### config.mk
export PLATFORM = sky130hd
export DESIGN_NAME = tfp_fault_policy
export DESIGN_NICKNAME = d
export VERILOG_FILES = /design/src/tfp_pkg.sv /design/src/tfp_stall_cap.sv /design/src/tfp_fault_policy.sv
export SDC_FILE = /design/constraint.sdc
export NUM_CORES = 1
export LEC_CHECK = 0
export BUFFER_PORTS_ARGS = -buffer_cell sky130_fd_sc_hd__buf_2
export CAP_MARGIN = 20
export CORE_AREA = 2 2 150 152
export DETAILED_ROUTE_END_ITERATION = 6
export DIE_AREA = 0 0 152 154
export PLACE_DENSITY_LB_ADDON = 0.12
export RECOVER_POWER = 50
export SLEW_MARGIN = 20
export SYNTH_ARGS = -nofsm -noshare
export SYNTH_HDL_FRONTEND = slang
export SYNTH_HIERARCHICAL = 1
export SYNTH_SLANG_ARGS = --single-unit
### constraint.sdc
create_clock -name clock -period 3 [get_ports clock]
set_input_delay 0.3 -clock clock [delete_from_list [all_inputs] [get_ports clock]]
set_output_delay 0.3 -clock clock [all_outputs]
set_load 0.01 [all_outputs]
### src/tfp_pkg.sv
// shared types and constants of the translation fault policy block
package tfp_pkg;

  ////////////////////////////////////////////////////////////////////////////
  // widths
  localparam int ADDR_W = 48;
  localparam int SYND_W = 16;
  localparam int APB_AW = 12;
  localparam int CNT_W = 16;

  ////////////////////////////////////////////////////////////////////////////
  // register map, byte addresses
  localparam logic [APB_AW-1:0] REG_CTRL = 12'h000;
  localparam logic [APB_AW-1:0] REG_CAP = 12'h004;
  localparam logic [APB_AW-1:0] REG_STAT = 12'h008;

  // control fields
  localparam int CTRL_NSSD_BIT = 0;
  localparam int CTRL_RISKY_BIT = 1;
  // capability fields
  localparam int CAP_SEC_LSB = 0;
  localparam int CAP_NS_LSB = 4;
  localparam int CAP_TERM_BIT = 8;
  localparam int CAP_SECP_BIT = 12;
  // status fields
  localparam int STAT_REC_LSB = 0;
  localparam int STAT_DROP_LSB = 16;

  ////////////////////////////////////////////////////////////////////////////
  // fault model capability codes
  localparam logic [1:0] CAP_BOTH = 2'h0;
  localparam logic [1:0] CAP_TERM = 2'h1;
  localparam logic [1:0] CAP_STALL = 2'h2;
  // termination model codes
  localparam logic TERM_BOTH = 1'h0;
  localparam logic TERM_ABORT_ONLY = 1'h1;

  ////////////////////////////////////////////////////////////////////////////
  // enumerations
  typedef enum logic [2:0] {
    FLT_XLATE,
    FLT_ADDR_SIZE,
    FLT_ACCESS_FLAG,
    FLT_PERM,
    FLT_WALK_ABORT,
    FLT_TLB_CONFLICT,
    FLT_CONFIG,
    FLT_UNSUPPORTED
  } tfp_fault_t;

  typedef enum logic [1:0] {
    ACT_ABORT,
    ACT_RAZWI,
    ACT_STALL,
    ACT_RETRY
  } tfp_action_t;

  ////////////////////////////////////////////////////////////////////////////
  // carriers
  typedef struct packed {
    logic is_write;
    logic is_instr;
    logic is_priv;
    logic is_nonsecure;
  } tfp_attr_t;

  typedef struct packed {
    logic [ADDR_W-1:0] addr;
    logic [SYND_W-1:0] syndrome;
    tfp_attr_t attr;
    tfp_fault_t ftype;
    logic stage2;
    logic ctx_stall_on_fault;
    logic ctx_abort_on_terminate;
    logic ctx_record_fault;
    logic stream_s2_stall_on_fault;
    logic stream_s2_record_fault;
    logic stream_s1_stall_disable;
    logic risky_client;
  } tfp_req_t;

  typedef struct packed {
    logic [ADDR_W-1:0] addr;
    logic [SYND_W-1:0] syndrome;
    tfp_attr_t attr;
    tfp_fault_t ftype;
    logic stage2;
    logic stall;
  } tfp_rec_t;

  typedef struct packed {
    tfp_action_t action;
    logic stage2;
  } tfp_resp_t;

  typedef struct packed {
    logic nssd;
    logic risky_en;
    logic resp_valid;
    tfp_resp_t resp;
    logic rec_valid;
    tfp_rec_t rec;
    logic sync_pend;
    logic sync_done;
    logic [CNT_W-1:0] rec_cnt;
    logic [CNT_W-1:0] drop_cnt;
    logic [31:0] prdata;
    logic pslverr;
  } tfp_state_t;

  typedef struct packed {
    logic [1:0] ns_cap;
  } tfp_cap_state_t;

  localparam tfp_state_t TFP_STATE_RST = '0;

  function automatic logic tfp_is_xlate(input tfp_fault_t f);
    tfp_is_xlate = (f == FLT_XLATE) || (f == FLT_ADDR_SIZE) ||
                   (f == FLT_ACCESS_FLAG) || (f == FLT_PERM);
  endfunction : tfp_is_xlate

endpackage : tfp_pkg

### src/tfp_stall_cap.sv
// non-secure stall capability derivation
`timescale 1ns/10ps
module tfp_stall_cap
  import tfp_pkg::*;
#(
  parameter logic [1:0] PHYS_STALL_MODEL = CAP_BOTH,
  parameter bit SECURE_PRESENT = 1'b1
)
(
  // clock and reset
  input wire logic clock,
  input wire logic rst,
  // control
  input wire logic nonsecure_stall_disable,
  // capability seen by non-secure software
  output logic [1:0] ns_stall_model
);

  tfp_cap_state_t s;
  tfp_cap_state_t next_s;

  always_comb
  begin
    next_s = s;
    next_s.ns_cap = PHYS_STALL_MODEL;
    // filtering only makes sense when both models exist physically
    if (SECURE_PRESENT && PHYS_STALL_MODEL == CAP_BOTH && nonsecure_stall_disable)
    begin
      next_s.ns_cap = CAP_TERM;
    end
  end

  always_ff @(posedge clock)
  begin
    if (rst)
    begin
      s.ns_cap <= PHYS_STALL_MODEL;
    end
    else
    begin
      s <= next_s;
    end
  end

  assign ns_stall_model = s.ns_cap;

  a_cap_filter: assert property (@(posedge clock) disable iff (rst)
    (SECURE_PRESENT && PHYS_STALL_MODEL == CAP_BOTH && nonsecure_stall_disable)
    |=> (ns_stall_model == CAP_TERM))
    else $error("non-secure capability not filtered to terminate only");

  a_cap_passthru: assert property (@(posedge clock) disable iff (rst)
    (!nonsecure_stall_disable || !SECURE_PRESENT) |=> (ns_stall_model == PHYS_STALL_MODEL))
    else $error("non-secure capability differs from physical");

endmodule : tfp_stall_cap

### src/tfp_fault_policy.sv
// translation fault policy: action decision, event recording, sync, APB registers
//
// Overview of operation
// - records come only from faults reported to this block, never downstream aborts.
// - response and event record are not ordered against each other.
// - sync completes only after all owed event records were handed over.
// - each fault is decided from its own request, the risky enable and queue full; no per-stream state.
// - stage-1 fault, stall clear, abort set: terminate with abort.
// - stage-1 fault, stall and abort clear: complete, reads zero, writes dropped.
// - stage-1 fault with stall set stalls unless stream stall-disable forbids it.
// - stage-2 fault aborts when stream stall bit clear, stalls when set.
// - with secure side, secure field physical, non-secure field filtered.
// - both plus disable gives terminate-only; other capabilities pass unchanged.
// - without secure side the non-secure field shows physical capability.
// - terminated stage-2 faults always get an abort, never zero completion.
// - risky clients may turn stall into abort, record with stall flag 0.
// - record bit set on terminating stage writes one full event record.
// - queue full at record time: record dropped, transaction not held.
// - default capability and termination model both report zero.
// - only four fault types follow the configurable policy.
// - all other faults and configuration errors always abort.
// - stream stage-1 stall-disable prevents stage-1 stall regardless of context.
`timescale 1ns/10ps
module tfp_fault_policy
  import tfp_pkg::*;
#(
  parameter logic [1:0] PHYS_STALL_MODEL = CAP_BOTH,
  parameter logic TERM_MODEL = TERM_BOTH,
  parameter bit SECURE_PRESENT = 1'b1
)
(
  // clock and reset
  input wire logic clock,
  input wire logic rst,
  // apb slave
  input wire logic psel,
  input wire logic penable,
  input wire logic pwrite,
  input wire logic [APB_AW-1:0] paddr,
  input wire logic [31:0] pwdata,
  output logic [31:0] prdata,
  output logic pready,
  output logic pslverr,
  // faulting transaction in
  input wire logic fault_valid,
  input wire tfp_req_t fault_req,
  output logic fault_ready,
  // response toward the client
  output logic resp_valid,
  output tfp_resp_t resp,
  // event queue writer
  output logic evt_valid,
  output tfp_rec_t evt_rec,
  input wire logic evt_ready,
  input wire logic evq_full,
  // synchronisation
  input wire logic sync_req,
  output logic sync_done,
  // capability outputs
  output logic [1:0] sec_stall_model,
  output logic [1:0] ns_stall_model
);

  tfp_state_t s;
  tfp_state_t next_s;
  logic take;
  logic apb_setup;
  logic apb_write;
  logic [1:0] ns_cap;

  ////////////////////////////////////////////////////////////////////////////
  // capability derivation

  tfp_stall_cap #(
    .PHYS_STALL_MODEL(PHYS_STALL_MODEL),
    .SECURE_PRESENT(SECURE_PRESENT)
  ) u_cap (
    .clock(clock),
    .rst(rst),
    .nonsecure_stall_disable(s.nssd),
    .ns_stall_model(ns_cap)
  );

  ////////////////////////////////////////////////////////////////////////////
  // handshakes

  // a held record must leave before the next fault can be decided
  assign fault_ready = !s.rec_valid || evt_ready;
  assign take = fault_valid && fault_ready;
  assign apb_setup = psel && !penable;
  assign apb_write = psel && penable && pwrite;
  assign pready = 1'b1;

  ////////////////////////////////////////////////////////////////////////////
  // next state

  always_comb
  begin
    tfp_action_t act;
    logic want_rec;
    logic stall_ok;
    logic [31:0] rd;
    act = ACT_ABORT;
    want_rec = 1'b1;
    stall_ok = (PHYS_STALL_MODEL != CAP_TERM);
    rd = '0;
    next_s = s;

    // decision depends on this request, risky enable and queue full; nothing per stream is kept
    if (!tfp_is_xlate(fault_req.ftype))
    begin
      act = ACT_ABORT;
      want_rec = 1'b1;
    end
    else if (fault_req.stage2)
    begin
      if (fault_req.stream_s2_stall_on_fault && stall_ok)
      begin
        act = ACT_STALL;
      end
      else
      begin
        act = ACT_ABORT;
      end
      want_rec = (act == ACT_STALL) || fault_req.stream_s2_record_fault;
    end
    else
    begin
      if (fault_req.ctx_stall_on_fault && !fault_req.stream_s1_stall_disable && stall_ok)
      begin
        act = ACT_STALL;
      end
      else if (fault_req.ctx_abort_on_terminate || TERM_MODEL == TERM_ABORT_ONLY)
      begin
        // abort-only parts cannot honour a zero completion anyway
        act = ACT_ABORT;
      end
      else
      begin
        act = ACT_RAZWI;
      end
      want_rec = (act == ACT_STALL) || fault_req.ctx_record_fault;
    end

    // risky clients: stall configuration treated as terminate
    if (act == ACT_STALL && fault_req.risky_client && s.risky_en &&
        PHYS_STALL_MODEL == CAP_BOTH)
    begin
      act = ACT_ABORT;
      want_rec = 1'b1;
    end

    // a stall that cannot be recorded is handed back for a later retry
    if (act == ACT_STALL && evq_full)
    begin
      act = ACT_RETRY;
    end

    // event hand-over
    if (s.rec_valid && evt_ready)
    begin
      next_s.rec_valid = 1'b0;
      next_s.rec_cnt = s.rec_cnt + 1'b1;
    end

    // response goes out regardless of the record's fate
    next_s.resp_valid = take;
    if (take)
    begin
      next_s.resp.action = act;
      next_s.resp.stage2 = fault_req.stage2;
      if (want_rec && act != ACT_RETRY)
      begin
        if (evq_full)
        begin
          next_s.drop_cnt = s.drop_cnt + 1'b1;
        end
        else
        begin
          // only faults presented here are recorded
          next_s.rec_valid = 1'b1;
          next_s.rec.addr = fault_req.addr;
          next_s.rec.syndrome = fault_req.syndrome;
          next_s.rec.attr = fault_req.attr;
          next_s.rec.ftype = fault_req.ftype;
          next_s.rec.stage2 = fault_req.stage2;
          next_s.rec.stall = (act == ACT_STALL);
        end
      end
    end

    // sync waits for the holding register to drain
    next_s.sync_done = 1'b0;
    if (s.sync_pend && !s.rec_valid)
    begin
      next_s.sync_done = 1'b1;
      next_s.sync_pend = 1'b0;
    end
    if (sync_req)
    begin
      next_s.sync_pend = 1'b1;
    end

    // apb: read data captured in setup so it is a flop in access
    if (apb_setup)
    begin
      next_s.pslverr = 1'b0;
      case (paddr)
        REG_CTRL:
        begin
          rd[CTRL_NSSD_BIT] = s.nssd;
          rd[CTRL_RISKY_BIT] = s.risky_en;
        end
        REG_CAP:
        begin
          rd[CAP_SEC_LSB +: 2] = PHYS_STALL_MODEL;
          rd[CAP_NS_LSB +: 2] = ns_cap;
          rd[CAP_TERM_BIT] = TERM_MODEL;
          rd[CAP_SECP_BIT] = SECURE_PRESENT;
        end
        REG_STAT:
        begin
          rd[STAT_REC_LSB +: CNT_W] = s.rec_cnt;
          rd[STAT_DROP_LSB +: CNT_W] = s.drop_cnt;
        end
        default:
        begin
          next_s.pslverr = 1'b1;
        end
      endcase
      next_s.prdata = pwrite ? '0 : rd;
    end
    if (apb_write && paddr == REG_CTRL)
    begin
      next_s.nssd = pwdata[CTRL_NSSD_BIT];
      next_s.risky_en = pwdata[CTRL_RISKY_BIT];
    end
  end

  always_ff @(posedge clock)
  begin
    if (rst)
    begin
      s <= TFP_STATE_RST;
    end
    else
    begin
      s <= next_s;
    end
  end

  ////////////////////////////////////////////////////////////////////////////
  // outputs

  assign prdata = s.prdata;
  assign pslverr = s.pslverr;
  assign resp_valid = s.resp_valid;
  assign resp = s.resp;
  assign evt_valid = s.rec_valid;
  assign evt_rec = s.rec;
  assign sync_done = s.sync_done;
  assign sec_stall_model = PHYS_STALL_MODEL;
  assign ns_stall_model = ns_cap;

  ////////////////////////////////////////////////////////////////////////////
  // checks

  a_s1_abort: assert property (@(posedge clock) disable iff (rst)
    (take && tfp_is_xlate(fault_req.ftype) && !fault_req.stage2 &&
     !fault_req.ctx_stall_on_fault && fault_req.ctx_abort_on_terminate)
    |=> (resp_valid && resp.action == ACT_ABORT))
    else $error("stage-1 abort configuration not aborted");

  a_s1_razwi: assert property (@(posedge clock) disable iff (rst)
    (take && tfp_is_xlate(fault_req.ftype) && !fault_req.stage2 &&
     !fault_req.ctx_stall_on_fault && !fault_req.ctx_abort_on_terminate &&
     TERM_MODEL == TERM_BOTH)
    |=> (resp_valid && resp.action == ACT_RAZWI))
    else $error("stage-1 zero completion not taken");

  a_s1_stall_off: assert property (@(posedge clock) disable iff (rst)
    (take && !fault_req.stage2 && fault_req.stream_s1_stall_disable)
    |=> (resp.action != ACT_STALL && !(evt_valid && evt_rec.stall && !$past(evt_valid))))
    else $error("stage-1 stall despite stream stall disable");

  a_s2_abort: assert property (@(posedge clock) disable iff (rst)
    (take && fault_req.stage2 && !fault_req.stream_s2_stall_on_fault)
    |=> (resp_valid && resp.action == ACT_ABORT))
    else $error("terminated stage-2 fault not aborted");

  a_other_abort: assert property (@(posedge clock) disable iff (rst)
    (take && !tfp_is_xlate(fault_req.ftype)) |=> (resp.action == ACT_ABORT))
    else $error("non-translation fault not aborted");

  a_sync_order: assert property (@(posedge clock) disable iff (rst)
    $rose(sync_done) |-> ($past(s.sync_pend) && !$past(evt_valid)))
    else $error("sync completed with a record still owed");

  a_full_drop: assert property (@(posedge clock) disable iff (rst)
    (take && evq_full) |=> (resp_valid && !evt_valid))
    else $error("record not dropped or transaction held on full queue");

  a_rec_write: assert property (@(posedge clock) disable iff (rst)
    (take && !evq_full && fault_req.stage2 && fault_req.stream_s2_record_fault)
    |=> (evt_valid && evt_rec.addr == $past(fault_req.addr) && evt_rec.stage2))
    else $error("stage-2 record not written");

  a_no_record: assert property (@(posedge clock) disable iff (rst)
    (take && tfp_is_xlate(fault_req.ftype) && !fault_req.stage2 &&
     !fault_req.ctx_stall_on_fault && !fault_req.ctx_record_fault)
    |=> !evt_valid)
    else $error("record written with record bit clear");

  a_s1_stall: assert property (@(posedge clock) disable iff (rst)
    (take && tfp_is_xlate(fault_req.ftype) && !fault_req.stage2 &&
     fault_req.ctx_stall_on_fault && !fault_req.stream_s1_stall_disable &&
     !fault_req.risky_client && !evq_full && PHYS_STALL_MODEL != CAP_TERM)
    |=> (resp_valid && resp.action == ACT_STALL && evt_valid && evt_rec.stall))
    else $error("stage-1 stall configuration not stalled");

  a_s2_stall: assert property (@(posedge clock) disable iff (rst)
    (take && tfp_is_xlate(fault_req.ftype) && fault_req.stage2 &&
     fault_req.stream_s2_stall_on_fault && !fault_req.risky_client && !evq_full &&
     PHYS_STALL_MODEL != CAP_TERM)
    |=> (resp_valid && resp.action == ACT_STALL && evt_valid && evt_rec.stall))
    else $error("stage-2 stall configuration not stalled");

  a_risky_term: assert property (@(posedge clock) disable iff (rst)
    (take && tfp_is_xlate(fault_req.ftype) && fault_req.risky_client && s.risky_en &&
     !evq_full && PHYS_STALL_MODEL == CAP_BOTH &&
     (fault_req.stage2 ? fault_req.stream_s2_stall_on_fault :
      (fault_req.ctx_stall_on_fault && !fault_req.stream_s1_stall_disable)))
    |=> (resp.action == ACT_ABORT && evt_valid && !evt_rec.stall))
    else $error("risky client stall not turned into recorded abort");

  a_rec_fields: assert property (@(posedge clock) disable iff (rst)
    (take && !evq_full && tfp_is_xlate(fault_req.ftype) && !fault_req.stage2 &&
     !fault_req.ctx_stall_on_fault && fault_req.ctx_record_fault)
    |=> (evt_valid && evt_rec.syndrome == $past(fault_req.syndrome) &&
         evt_rec.attr == $past(fault_req.attr) && evt_rec.ftype == $past(fault_req.ftype) &&
         !evt_rec.stage2 && !evt_rec.stall))
    else $error("stage-1 record fields not written");

  a_sync_wait: assert property (@(posedge clock) disable iff (rst)
    (s.sync_pend && evt_valid) |=> !sync_done)
    else $error("sync completed while a record was held");

  a_resp_once: assert property (@(posedge clock) disable iff (rst)
    resp_valid |-> $past(take))
    else $error("response without a taken fault");

endmodule : tfp_fault_policy

==> results.cfg <==
[clock_tree]
numCtsBuffers = 17
ctsHoldBuffers = 0
cts_root_buf = clkbuf_16
cts_resized = 0
cts_max_path_buffers = 2
clkTransAtPathRegs_ns = 0.06
clk_latency_ns = 0.41
cts_sinks = 148
postCtsSetupBuffers = 0
cts_tree = done
h-tree-depth = 4

[pwr]
ir_worst_vdd_mv = 0.323
power_density_nw_per_um2 = 628
leakagePower_uw = 0.00272

[worst_setup_path]
path_cells = or2b_2, nand2_1, or4b_2, buf_4, nand2_1, a21oi_1
crit_fanout = 74
worst_path_most_repeated_cell = nand2_1
required_ns = 3.24
r2r-start = evt_valid
critPathKind = reg2reg
cp_slowest_cell = or4b_2
rr_worst_depth = 6
start_kind = flip-flop
cpPeakStageDelay_ns = 0.63
crit_arrival_ns = 2.55
startpoint = evt_valid
r2r-end = evt_rec[62]
critPathCaptureType = flip-flop
r2r_slack_ns = 0.69

[logic_synthesis]
synth_area_sq_um = 6440
async_flop_share_pct = 0
avgSynthCellArea_sq_um = 8.24
ys.flop_type = dfxtp_1
syn_inst = 782
yosysWarnings = 6
synth-edff-count = 0
synth_cell_type_count = 44
synth_seq_area_share_pct = 46.0
ys_seq_elements = 148

[global_routing]
grt_use_met3_pct = 5.89
grtUsageMet2_pct = 21.1
busiest_layer = met2
grt_max_degree = 75
grt_pass1_vias = 4982
antenna_found_initial = 4
grt_pass1_wl_mm = 26.9
grt_use_total_pct = 14.2
grt-ovfl-total = 0
use_met1_pct = 18.8

[drt]
firstDrtPassIters = 4
vias = 5231
ant_nets = 0
drtIter0Drc = 189
drcViolationCount = 0
via_per_inst = 4.48
wl_per_cell_microns = 14.4
wl_mm = 16.8

[place]
hpwl_mm = 11.5
dpl.cell_count = 1134
routabilityCongestion = 0.754
portBuffers = 215

[finish]
area_growth_pct = 16.0
final_cells = 1167
drive_gt1_share_pct = 17.3
layout.nets = 1007

[hold_path]
hold_class = in2reg
hold-path-endpoint = s[66]
holdCritStartpoint = sync_req
holdPathStages = 3

[floorplan]
die_h_microns = 154
io_pins = 250
die_w_microns = 152
core_sq_um = 21700
rows = 54
initial_utilization_pct = 29.7
dieArea_sq_um = 23400

[sta]
slew_viol_final = 0
fin_setup_tns_ns = 0
relSlewSlack_pct = 25.1
finalCriticalPeriod_ns = 2.31
whs_ns = 0.108
tightest_slew_ns = 1.12
finClkSkew_ns = 0.00963
rsz0062_at_grt = false
hold_viol_final = 0
fmax_ghz = 0.433
post-route-period-util_pct = 77.1
setup_viol_count_final = 0

[flow_run]
max-cap-violations = 0

[outcome]
status = finished, final reports clean
==> layer usage <==
metal / part of all wire, % / vias to the layer above
met5: 0.24 / -
met4: 1.3 / 6
met3: 7.3 / 20
met2: 43 / 155
met1: 48 / 2363
li1: - / 2687
==> worst max-delay path, delay by kind of cell, from the launching register on <==
kind | cells | cell delay [ns]
DFF | 1 | 0.38
buffers and inverters | 1 | 0.39
and+or+nand+nor | 4 | 1.25
AOI/OAI and AO/OA | 1 | 0.07
==> worst max-delay path by stage <==
stage,to
3_3_place_gp,evt_rec[69]
6_report,evt_rec[62]
4_1_cts,evt_rec[2]
3_5_place_dp,evt_rec[2]
2_1_floorplan,s[46]
5_1_grt,evt_rec[55]
==> state kept, by name, indices dropped and copies added (netlist names) <==
| name | cells |
|---|---|
| evt_rec | 73 |
| evt_valid | 1 |
| prdata | 32 |
| pslverr | 1 |
| resp | 3 |
| resp_valid | 1 |
| s | 35 |
| sync_done | 1 |
| u_cap/ns_stall_model | 1 |
==> stage by stage <==
stage	total power [uW]	setup WS, ns	util (%)	cell area, sq um
final	4700	0.688	34.5	7470
after detailed placement	2450	0.663	32.2	6980
after global placement	2440	0.645	32.2	6980
after global routing	4920	0.431	34.5	7470
after CTS	4800	0.647	35.1	7620
after floorplan	2330	0.808	-	6450
==> cell type report <==
type | instances | area, sq um
Tap cell | 280 | 350
Inverter | 1 | 3.75
Timing Repair Buffer | 227 | 1040
Multi-Input combinational cell | 478 | 2470
Antenna cell | 1 | 2.50
Clock buffer | 21 | 470
Clock inverter | 11 | 171
Fill cell | 2404 | 14200
Sequential cell | 148 | 2960
==> power breakdown <==
| group | switching [uW] | leakage (uW) | total (uW) | internal [uW] |
|---|---|---|---|---|
| combinational | 212 | 0.00121 | 335 | 123 |
| clock | 849 | 0.000310 | 2310 | 1460 |
| sequential | 28.2 | 0.00120 | 2050 | 2020 |
| total | 1090 | 0.00272 | 4700 | 3610 |
==> Yosys cell counts (2+ instances only) <==
master      n  area [sq um]
nand2_1   165           619
dfxtp_1   148          2960
buf_4     112           841
a21oi_1    95           475
nor2_1     59           221
clkbuf_1   32           120
a22oi_1    29           218
nand3_1    19          95.1
xnor2_1    11          96.3
buf_2      10          50.1
or3_1      10          62.6
nor4_1      9          56.3
nor2b_1     8          50.1
o21ai_0     8          40.0
xor2_1      7          61.3
nand4_1     6          37.5
and4_1      5          43.8
nor3_1      5          25.0
o31ai_1     4          30.0
or4_1       4          30.0
conb_1      3          11.3
mux2i_1     3          30.0
nor3b_1     3          22.5
a211oi_1    2          15.0
a22o_1      2          17.5
and3_1      2          12.5
buf_1       2          7.51
ha_1        2          25.0
nor4b_1     2          17.5
==> kinds of logic after synthesis <==
kind of cell    count (synthesis)  synth area share [%]
flops                         148                  46.0
compound gates                143                  12.8
mux                             5                 0.874
xor+xnor                       18                  2.45
buf+inv                       157                  15.9
fa+ha+maj                       2                 0.388
simple gates                  306                  21.4
other cells                     3                 0.175
==> placed cells by master, fill, tap and decap left out, types with 9 or more instances in the layout <==
master and n:
nand2_1 165, dfxtp_1 148, clkbuf_1 116, buf_2 101, a21oi_1 95, nor2_1 59, a22oi_1 29, nand3_1 19
clkbuf_16 17, xnor2_1 11, or3_1 10, nor4_1 9, buf_4 9
Note: power is estimated with default switching activity, not from simulation.
